File: config.mk
export PLATFORM = sky130hd
export DESIGN_NAME = output_switch_ctrl
export DESIGN_NICKNAME = d
export VERILOG_FILES = /design/src/outsw_pkg.sv /design/src/output_switch_ctrl.sv /design/src/sw_debounce.sv
export SDC_FILE = /design/constraint.sdc
export NUM_CORES = 1
export LEC_CHECK = 0
export ABC_CLOCK_PERIOD_IN_PS = 4200
export BUFFER_PORTS_ARGS = -buffer_cell sky130_fd_sc_hd__buf_2
export CORE_ASPECT_RATIO = 0.75
export CORE_MARGIN = 2
export CORE_UTILIZATION = 62
export CTS_CLUSTER_SIZE = 24
export DETAILED_ROUTE_END_ITERATION = 8
export GPL_TIMING_DRIVEN = 0
export PLACE_DENSITY_LB_ADDON = 0.2
export SLEW_MARGIN = 20
export SYNTH_ARGS = -nofsm -noshare
export SYNTH_HDL_FRONTEND = slang
export SYNTH_SLANG_ARGS = --single-unit
File: constraint.sdc
create_clock -name clk_sys -period 4.2 [get_ports clk_sys]
set_input_delay 0.21 -clock clk_sys [delete_from_list [all_inputs] [get_ports clk_sys]]
set_output_delay 0.21 -clock clk_sys [all_outputs]
set_load 0.02 [all_outputs]
File: src/outsw_pkg.sv
package outsw_pkg;

  // Register addresses on the control port (7-bit)
  localparam logic [6:0] ADDR_OUTPUT_POWER_ENABLES = 7'h03;
  localparam logic [6:0] ADDR_ADDITIONAL_CONTROL   = 7'h07;
  localparam logic [6:0] ADDR_PIN_FUNCTION_CONTROL = 7'h08;
  localparam logic [6:0] ADDR_VIDEO_AMP_CONTROL    = 7'h28;
  localparam logic [6:0] ADDR_OUTPUT_MISC_CONTROL  = 7'h31;
  localparam logic [6:0] ADDR_MONO_MIXER_CONTROL   = 7'h38;

  // output_power_enables fields
  localparam int BIT_MONO_OUTPUT_ENABLE  = 7;
  localparam int BIT_SPEAKER_NEG_ENABLE  = 6;
  localparam int BIT_SPEAKER_POS_ENABLE  = 5;
  localparam int BIT_VIDEO_AMP_ENABLE    = 4;
  localparam int BIT_MONO_MIXER_ENABLE   = 3;
  localparam int BIT_SPEAKER_MIXER_ENABLE = 2;

  // additional_control fields
  localparam int BIT_SLOW_TICK_ENABLE    = 0;

  // pin_function_control fields
  localparam int BIT_SWITCH_INPUT_POLARITY = 3;
  localparam int POS_PIN_FUNCTION_SELECT   = 0;
  localparam logic [2:0] PIN_FUNC_JACK_SWITCH = 3'h1;

  // video_amp_control fields
  localparam int BIT_FILTER_Q_RAISE        = 4;
  localparam int BIT_VIDEO_GAIN_SELECT     = 3;
  localparam int BIT_VIDEO_OFFSET_DISABLE  = 2;
  localparam int BIT_VIDEO_INPUT_PULLDOWN  = 1;
  localparam int BIT_VIDEO_CLAMP_ENABLE    = 0;

  // output_misc_control fields
  localparam int BIT_THERMAL_TRIP_ENABLE   = 1;
  localparam int BIT_OUTPUT_TIEOFF_HIGH    = 0;

  // mono mixer control fields
  localparam int BIT_MONO_MUTE_DC_REF      = 6;

  // Reset values
  localparam logic [8:0] RST_OUTPUT_POWER_ENABLES = 9'h000;
  localparam logic [8:0] RST_ADDITIONAL_CONTROL   = 9'h000;
  localparam logic [8:0] RST_PIN_FUNCTION_CONTROL = 9'h000;
  localparam logic [8:0] RST_VIDEO_AMP_CONTROL    = 9'h000;
  localparam logic [8:0] RST_OUTPUT_MISC_CONTROL  = 9'h002;
  localparam logic [8:0] RST_MONO_MIXER_CONTROL   = 9'h000;

  // Slow tick: period in master clock cycles (2^21)
  localparam int SLOW_TICK_CYCLES = 2097152;
  // Equal samples needed after the first one before the level is accepted
  localparam int DEBOUNCE_SAMPLES = 2;

endpackage

File: src/output_switch_ctrl.sv
`timescale 1ns/10ps

module output_switch_ctrl #(
  parameter int TICK_CYCLES = outsw_pkg::SLOW_TICK_CYCLES
) (
  input  wire logic       clk_sys,                  // Master clock
  input  wire logic       rst,                      // Sync reset, high
  input  wire logic       reg_wr_en,                // Control port write
  input  wire logic       reg_rd_en,                // Control port read
  input  wire logic [6:0] reg_addr,                 // Register address
  input  wire logic [8:0] reg_wdata,                // Write data
  input  wire logic       chip_select_or_switch_pin, // Jack sense level
  input  wire logic       over_temp,                // Thermal sensor level
  output logic      [8:0] reg_rdata,                // Read data
  output logic            speaker_out_pos_en,       // Positive speaker on
  output logic            speaker_out_neg_en,       // Negative speaker on
  output logic            mono_output_pin_en,       // Mono output on
  output logic            mono_mute_dc_ref,         // Mono as DC reference
  output logic            speaker_mixer_en,         // Speaker mixer on
  output logic            mono_mixer_en,            // Mono mixer on
  output logic            output_tieoff_high,       // High-ohm tie-off
  output logic            video_amp_enable,         // Video buffer on
  output logic            video_gain_select,        // 0: 0dB, 1: 6dB
  output logic            video_offset_disable,     // Allow drive to ground
  output logic            video_input_pulldown,     // Input pulldown on
  output logic            video_clamp_enable,       // Sync-tip clamp on
  output logic            filter_q_raise,           // Filter Q raised
  output logic            thermal_trip_enable,      // Thermal shutdown armed
  output logic            thermal_event,            // Over-temp pulse
  output logic            slow_tick                 // Zero-cross timeout tick
);

  logic [8:0] output_power_enables_ff;
  logic [8:0] additional_control_ff;
  logic [8:0] pin_function_control_ff;
  logic [8:0] video_amp_control_ff;
  logic [8:0] output_misc_control_ff;
  logic [8:0] mono_mixer_control_ff;
  logic [8:0] rdata_ff;

  logic       spk_pos_ff;
  logic       spk_neg_ff;
  logic       mono_ff;
  logic       therm_seen_ff;
  logic       therm_evt_ff;
  logic       tick_ff;

  logic       switch_mode;
  logic       raw_level;
  logic       stable_level;
  logic       tick;
  logic [2:0] pin_function_select;

  // Register writes from the control port
  always_ff @(posedge clk_sys)
  begin
    if (rst)
    begin
      output_power_enables_ff <= outsw_pkg::RST_OUTPUT_POWER_ENABLES;
      additional_control_ff   <= outsw_pkg::RST_ADDITIONAL_CONTROL;
      pin_function_control_ff <= outsw_pkg::RST_PIN_FUNCTION_CONTROL;
      video_amp_control_ff    <= outsw_pkg::RST_VIDEO_AMP_CONTROL;
      output_misc_control_ff  <= outsw_pkg::RST_OUTPUT_MISC_CONTROL;
      mono_mixer_control_ff   <= outsw_pkg::RST_MONO_MIXER_CONTROL;
    end
    else if (reg_wr_en)
    begin
      case (reg_addr)
        outsw_pkg::ADDR_OUTPUT_POWER_ENABLES:
          output_power_enables_ff <= reg_wdata;
        outsw_pkg::ADDR_ADDITIONAL_CONTROL:
          additional_control_ff <= reg_wdata;
        outsw_pkg::ADDR_PIN_FUNCTION_CONTROL:
          pin_function_control_ff <= reg_wdata;
        outsw_pkg::ADDR_VIDEO_AMP_CONTROL:
          video_amp_control_ff <= reg_wdata;
        outsw_pkg::ADDR_OUTPUT_MISC_CONTROL:
          output_misc_control_ff <= reg_wdata;
        outsw_pkg::ADDR_MONO_MIXER_CONTROL:
          mono_mixer_control_ff <= reg_wdata;
        default:
          ;
      endcase
    end
  end

  // Read-back; unmapped addresses answer zero
  always_ff @(posedge clk_sys)
  begin
    if (rst)
      rdata_ff <= 9'h000;
    else if (reg_rd_en)
    begin
      case (reg_addr)
        outsw_pkg::ADDR_OUTPUT_POWER_ENABLES:
          rdata_ff <= output_power_enables_ff;
        outsw_pkg::ADDR_ADDITIONAL_CONTROL:
          rdata_ff <= additional_control_ff;
        outsw_pkg::ADDR_PIN_FUNCTION_CONTROL:
          rdata_ff <= pin_function_control_ff;
        outsw_pkg::ADDR_VIDEO_AMP_CONTROL:
          rdata_ff <= video_amp_control_ff;
        outsw_pkg::ADDR_OUTPUT_MISC_CONTROL:
          rdata_ff <= output_misc_control_ff;
        outsw_pkg::ADDR_MONO_MIXER_CONTROL:
          rdata_ff <= mono_mixer_control_ff;
        default:
          rdata_ff <= 9'h000;
      endcase
    end
  end

  // Jack sense decode; the pin is read the same way whichever control
  // port mode is strapped, so nothing here looks at that mode
  assign pin_function_select =
    pin_function_control_ff[outsw_pkg::POS_PIN_FUNCTION_SELECT +: 3];
  assign switch_mode =
    (pin_function_select == outsw_pkg::PIN_FUNC_JACK_SWITCH);
  assign raw_level = chip_select_or_switch_pin ^
    pin_function_control_ff[outsw_pkg::BIT_SWITCH_INPUT_POLARITY];

  // Slow tick and de-bounce filter
  sw_debounce #(
    .TICK_CYCLES (TICK_CYCLES),
    .SAMPLES     (outsw_pkg::DEBOUNCE_SAMPLES)
  ) u_debounce (
    .clk_sys      (clk_sys),
    .rst          (rst),
    .tick_en      (additional_control_ff[outsw_pkg::BIT_SLOW_TICK_ENABLE]),
    .raw_level    (raw_level),
    .tick         (tick),
    .stable_level (stable_level)
  );

  // Output gating: switching never turns on a disabled output
  always_ff @(posedge clk_sys)
  begin
    if (rst)
    begin
      spk_pos_ff <= 1'b0;
      spk_neg_ff <= 1'b0;
      mono_ff    <= 1'b0;
    end
    else if (!switch_mode)
    begin
      spk_pos_ff <=
        output_power_enables_ff[outsw_pkg::BIT_SPEAKER_POS_ENABLE];
      spk_neg_ff <=
        output_power_enables_ff[outsw_pkg::BIT_SPEAKER_NEG_ENABLE];
      mono_ff <= output_power_enables_ff[outsw_pkg::BIT_MONO_OUTPUT_ENABLE];
    end
    else if (stable_level)
    begin
      spk_pos_ff <= 1'b0;
      spk_neg_ff <= 1'b0;
      mono_ff <=
        output_power_enables_ff[outsw_pkg::BIT_MONO_OUTPUT_ENABLE];
    end
    else
    begin
      spk_pos_ff <=
        output_power_enables_ff[outsw_pkg::BIT_SPEAKER_POS_ENABLE];
      spk_neg_ff <=
        output_power_enables_ff[outsw_pkg::BIT_SPEAKER_NEG_ENABLE];
      mono_ff <= 1'b0;
    end
  end

  // Over-temperature rising edge, only while shutdown is armed
  always_ff @(posedge clk_sys)
  begin
    if (rst)
    begin
      therm_seen_ff <= 1'b0;
      therm_evt_ff  <= 1'b0;
    end
    else
    begin
      therm_seen_ff <= over_temp;
      therm_evt_ff  <= over_temp && !therm_seen_ff &&
        output_misc_control_ff[outsw_pkg::BIT_THERMAL_TRIP_ENABLE];
    end
  end

  // Tick re-timed so every top output leaves a flop here
  always_ff @(posedge clk_sys)
  begin
    if (rst)
      tick_ff <= 1'b0;
    else
      tick_ff <= tick;
  end

  assign reg_rdata            = rdata_ff;
  assign speaker_out_pos_en   = spk_pos_ff;
  assign speaker_out_neg_en   = spk_neg_ff;
  assign mono_output_pin_en   = mono_ff;
  // Mute keeps the mono pin at the speaker DC level for capless use
  assign mono_mute_dc_ref     =
    mono_mixer_control_ff[outsw_pkg::BIT_MONO_MUTE_DC_REF];
  assign speaker_mixer_en     =
    output_power_enables_ff[outsw_pkg::BIT_SPEAKER_MIXER_ENABLE];
  assign mono_mixer_en        =
    output_power_enables_ff[outsw_pkg::BIT_MONO_MIXER_ENABLE];
  assign output_tieoff_high   =
    output_misc_control_ff[outsw_pkg::BIT_OUTPUT_TIEOFF_HIGH];
  assign video_amp_enable     =
    output_power_enables_ff[outsw_pkg::BIT_VIDEO_AMP_ENABLE];
  assign video_gain_select    =
    video_amp_control_ff[outsw_pkg::BIT_VIDEO_GAIN_SELECT];
  assign video_offset_disable =
    video_amp_control_ff[outsw_pkg::BIT_VIDEO_OFFSET_DISABLE];
  assign video_input_pulldown =
    video_amp_control_ff[outsw_pkg::BIT_VIDEO_INPUT_PULLDOWN];
  // Software must set this when the input is AC coupled
  assign video_clamp_enable   =
    video_amp_control_ff[outsw_pkg::BIT_VIDEO_CLAMP_ENABLE];
  assign filter_q_raise       =
    video_amp_control_ff[outsw_pkg::BIT_FILTER_Q_RAISE];
  assign thermal_trip_enable  =
    output_misc_control_ff[outsw_pkg::BIT_THERMAL_TRIP_ENABLE];
  assign thermal_event        = therm_evt_ff;
  assign slow_tick            = tick_ff;

endmodule

File: src/sw_debounce.sv
`timescale 1ns/10ps

// Slow tick divider plus sample-and-compare de-bounce filter
module sw_debounce #(
  parameter int TICK_CYCLES = outsw_pkg::SLOW_TICK_CYCLES,
  parameter int SAMPLES     = outsw_pkg::DEBOUNCE_SAMPLES
) (
  input  wire logic clk_sys,       // Master clock
  input  wire logic rst,           // Synchronous reset, active high
  input  wire logic tick_en,       // Slow tick enable
  input  wire logic raw_level,     // Effective switch level, undebounced
  output logic      tick,          // One-cycle slow tick pulse
  output logic      stable_level   // De-bounced level
);

  localparam int CW = $clog2(TICK_CYCLES);
  localparam int SW = $clog2(SAMPLES + 1);
  localparam logic [CW-1:0] TICK_LAST = CW'(TICK_CYCLES - 1);
  localparam logic [SW-1:0] SAMP_LAST = SW'(SAMPLES - 1);

  logic [CW-1:0] div_ff;
  logic          tick_ff;
  logic          last_ff;
  logic [SW-1:0] same_ff;
  logic          stable_ff;

  // Divider is cleared while disabled so no tick leaks out
  always_ff @(posedge clk_sys)
  begin
    if (rst)
    begin
      div_ff  <= '0;
      tick_ff <= 1'b0;
    end
    else if (!tick_en)
    begin
      div_ff  <= '0;
      tick_ff <= 1'b0;
    end
    else if (div_ff == TICK_LAST)
    begin
      div_ff  <= '0;
      tick_ff <= 1'b1;
    end
    else
    begin
      div_ff  <= div_ff + CW'(1);
      tick_ff <= 1'b0;
    end
  end

  // Level is accepted only after equal samples on consecutive ticks;
  // a glitch shorter than a tick period cannot flip the output at all
  always_ff @(posedge clk_sys)
  begin
    if (rst)
    begin
      last_ff   <= 1'b0;
      same_ff   <= '0;
      stable_ff <= 1'b0;
    end
    else if (tick_ff)
    begin
      last_ff <= raw_level;
      if (raw_level != last_ff)
        same_ff <= '0;
      else if (same_ff != SAMP_LAST)
        same_ff <= same_ff + SW'(1);
      else
        stable_ff <= raw_level;
    end
  end

  assign tick         = tick_ff;
  assign stable_level = stable_ff;

endmodule

==> flow_metrics.env <==
export IMPL_status="completed"
export IMPL_cap_violations=0
export IMPL_io_pins=47
export IMPL_synth_nets=457
export IMPL_ys_types=43
export IMPL_finalWirelength_um=9420
export IMPL_fmax_mhz=470
export IMPL_r2r_setup_slack_ns=2.07
export IMPL_finalHoldViolations=0
export IMPL_min_period_ns=2.13
export IMPL_htree_levels=3
export IMPL_cts_tree="yes"
export IMPL_grt_pass1_vias=3104
export IMPL_vdd_ir_drop_max_v=0.000251
export IMPL_clock_latency_ns=0.35
export IMPL_ys_flop_type="dfxtp_1"
export IMPL_antenna_found_initial=0
export IMPL_fin_skew_ns=0.0104
export IMPL_synth_mux_area_frac=0.179
export IMPL_power_density_mw_per_mm2=365
export IMPL_synth_top_family_by_area="simple AND/OR/NAND/NOR gates"
export IMPL_p_sw_mw=0.367
export IMPL_synthSimpleGateAreaFrac=0.189
export IMPL_worst_endpoint_required_ns=4.44
export IMPL_nFillCells=478
export IMPL_cts_sinks=95
export IMPL_switching_share=0.217
export IMPL_core_mm2=0.00635
export IMPL_timing_rr_end="u_debounce.div_ff[7]"
export IMPL_synth_compound_area_frac=0.0962
export IMPL_critical_path_max_stage_delay_ns=0.49
export IMPL_met2_length_um=4230
export IMPL_gp_congestion=0.829
export IMPL_met1_length_um=4460
export IMPL_crit_chain="ha_1 -> nand2_1 -> or4_4 -> o31ai_4 -> buf_4 -> nor2_1"
export IMPL_fin_nets=512
export IMPL_syn_area_mm2=0.00408
export IMPL_highest_layer="met4"
export IMPL_crit_slowest_cell="or4_4"
export IMPL_cts_resized_gates=0
export IMPL_tightestPinTransition_ns=0.638
export IMPL_yosysWarnings=0
export IMPL_p_total_mw=1.70
export IMPL_vias=3340
export IMPL_syn_area_per_cell_um2=9.43
export IMPL_drtIter0Drc=168
export IMPL_path_class="reg2reg"
export IMPL_wl_per_cell_um=16.4
export IMPL_cp_arrival_ns=2.37
export IMPL_drive_gt1_frac=0.187
export IMPL_min_delay_start="over_temp"
export IMPL_ys_seq_area_frac=0.466
export IMPL_synth_edf_count=0
export IMPL_die_y_um=74.3
export IMPL_dp_hpwl_um=6890
export IMPL_ctsHoldBuffers=0
export IMPL_cts_clk_slew_worst_paths_ns=0.09
export IMPL_num_rows=25
export IMPL_grt_total_usage=0.267
export IMPL_cts_root_buf="clkbuf_8"
export IMPL_synth_fa_ha_area_frac=0.00613
export IMPL_grt_first_pass_wirelength_um=15100
export IMPL_io_buffer_count=44
export IMPL_diodes=0
export IMPL_internal_power_mw=1.33
export IMPL_startpoint_type="flip-flop"
export IMPL_synth_top_cell_area_share=0.466
export IMPL_r2r_start="u_debounce.div_ff[0]"
export IMPL_rsz0062_at_grt="false"
export IMPL_drc=0
export IMPL_critPathMaxFanout=10
export IMPL_area_delta_synth_final_pct=13.7
export IMPL_pwr_share_comb=0.049
export IMPL_netlist_top_cells_area="dfxtp_1 47%, mux2i_1 14%, nor2_1 8.2%"
export IMPL_first_pass_iters=5
export IMPL_cts_buffers=9
export IMPL_hp_class="in2reg"
export IMPL_ant_nets=0
export IMPL_finalSetupViolations=0
export IMPL_yosys_area_top_type="dfxtp_1"
export IMPL_start_util=0.643
export IMPL_critPathCaptureType="flip-flop"
export IMPL_reg2reg_depth=6
export IMPL_synth_async_reset_ratio=0
export IMPL_slew_headroom=0.575
export IMPL_timing_final_crit_share=0.507
export IMPL_fp_dieW_um=97.7
export IMPL_p_seq_frac=0.537
export IMPL_grt_max_degree=16
export IMPL_via_per_inst=5.82
export IMPL_clock_path_buffers=2
export IMPL_clkPwrFrac=0.414
export IMPL_tns_ns=0
export IMPL_gr_total_overflow=0
export IMPL_worstHoldPathCells=2
export IMPL_slew_viol_final=0
export IMPL_synth_seq_cells=95
export IMPL_dr_wl_met3_um=604
export IMPL_min_delay_worst_endpoint="therm_seen_ff"
export IMPL_die_area_mm2=0.00726
export IMPL_postCtsSetupBuffers=0
export IMPL_synth_xor_area_share=0.0279
export IMPL_leakagePower_nw=1.77
export IMPL_synthCells=433
routing by layer:
metal,vias to the layer above,track usage
met5,-,0
li1,1627,-
met4,0,0.0586
met2,108,0.448
met1,1592,0.352
met3,13,0.0761
how the worst max path moves through the flow:
stage	startpoint	end	slack, ns
3_5_place_dp	u_debounce.div_ff[0]	u_debounce.div_ff[7]	2.09
5_1_grt	u_debounce.div_ff[0]	u_debounce.div_ff[7]	1.90
2_1_floorplan	u_debounce.div_ff[0]	u_debounce.div_ff[11]	2.37
4_1_cts	u_debounce.div_ff[0]	u_debounce.div_ff[7]	2.07
3_3_place_gp	u_debounce.div_ff[0]	u_debounce.div_ff[4]	2.15
6_report	u_debounce.div_ff[0]	u_debounce.div_ff[7]	2.07
synth_stat cells, types with 3 or more instances:
| master | number |
|---|---|
| or4_1 | 3 |
| a22o_1 | 7 |
| a21oi_1 | 9 |
| nand2_1 | 20 |
| nand3_1 | 6 |
| dfxtp_1 | 95 |
| or2_2 | 3 |
| xor2_1 | 3 |
| nor2b_1 | 3 |
| nor4_1 | 4 |
| nand4_1 | 3 |
| a22oi_1 | 8 |
| o21ai_0 | 8 |
| clkbuf_1 | 14 |
| xnor2_1 | 10 |
| inv_1 | 14 |
| mux2_2 | 15 |
| nor2_1 | 89 |
| nor3_1 | 5 |
| mux2i_1 | 56 |
| or3_1 | 10 |
| a311oi_1 | 9 |
| buf_2 | 7 |
stage by stage:
step	setup slack [ns]	hold WS [ns]	cell area, µm²	util	instances
after detailed placement	2.09	0.470	4410	0.694	558
final	2.07	0.136	4640	0.731	574
after global placement	2.15	0.458	4410	0.694	558
after CTS	2.07	0.125	4640	0.731	574
after floorplan	2.37	0.354	4080	-	433
after global routing	1.90	0.121	4640	0.731	574
area by class of cell:
cell class	instances	area [µm²]	share of cell area
clock inverters	6	109	0.0235
inverters	14	52.6	0.0113
multi-input cells	302	2030	0.438
well taps	81	101	0.0218
clock buffers	10	128	0.0275
repair buffers	44	220	0.0474
plain buffers	22	95.1	0.0205
flip-flops and latches	95	1900	0.410
flip-flops by register name (all words and copies together) (netlist names):
signal	cells
therm_seen_ff	1
video_amp_control_ff	9
u_debounce.tick	1
u_debounce.last_ff	1
thermal_event	1
u_debounce.div_ff	21
u_debounce.stable_level	1
mono_output_pin_en	1
u_debounce.same_ff	2
speaker_out_pos_en	1
speaker_out_neg_en	1
slow_tick	1
additional_control_ff	9
output_power_enables_ff	9
output_misc_control_ff	9
reg_rdata	9
pin_function_control_ff	9
mono_mixer_control_ff	9
kinds of logic (layout without fill, tap and decap cells):
logic type | after synthesis | in the layout
AO/OA/AOI/OAI | 53 | 53
XOR/XNOR | 13 | 13
adder cells (fa/ha/maj) | 2 | 2
buffers and inverters | 36 | 96
flip-flops | 95 | 95
multiplexers | 71 | 71
AND/OR/NAND/NOR | 163 | 163
placed cells by master (no fill, tap or decap), types with 3 or more instances in the layout:
cell	n
a21oi_1	9
a22o_1	7
a22oi_1	8
a311oi_1	9
buf_2	51
bufinv_16	3
clkbuf_1	15
clkbuf_8	9
dfxtp_1	95
inv_1	14
mux2_2	15
mux2i_1	56
nand2_1	20
nand3_1	6
nand4_1	3
nor2_1	89
nor2b_1	3
nor3_1	5
nor4_1	4
o21ai_0	8
or2_2	3
or3_1	10
or4_1	3
xnor2_1	10
xor2_1	3
power groups by stage:
stage	clock network [mW]	logic, mW	registers (mW)
5_1_grt	0.741	0.0895	0.911
2_1_floorplan	0	0.0380	0.936
3_5_place_dp	0	0.0814	0.931
3_3_place_gp	0	0.0795	0.930
6_report	0.702	0.0833	0.910
4_1_cts	0.708	0.0825	0.909
critical path, delay by kind of cell (launching register included):
family	cells	cell delay, ns
adder cells (fa/ha/maj)	1	0.23
buffers and inverters	1	0.25
AO/OA/AOI/OAI	1	0.43
flip-flops	1	0.40
AND/OR/NAND/NOR	3	0.70
No activity file was read; power rests on OpenSTA's default activity.
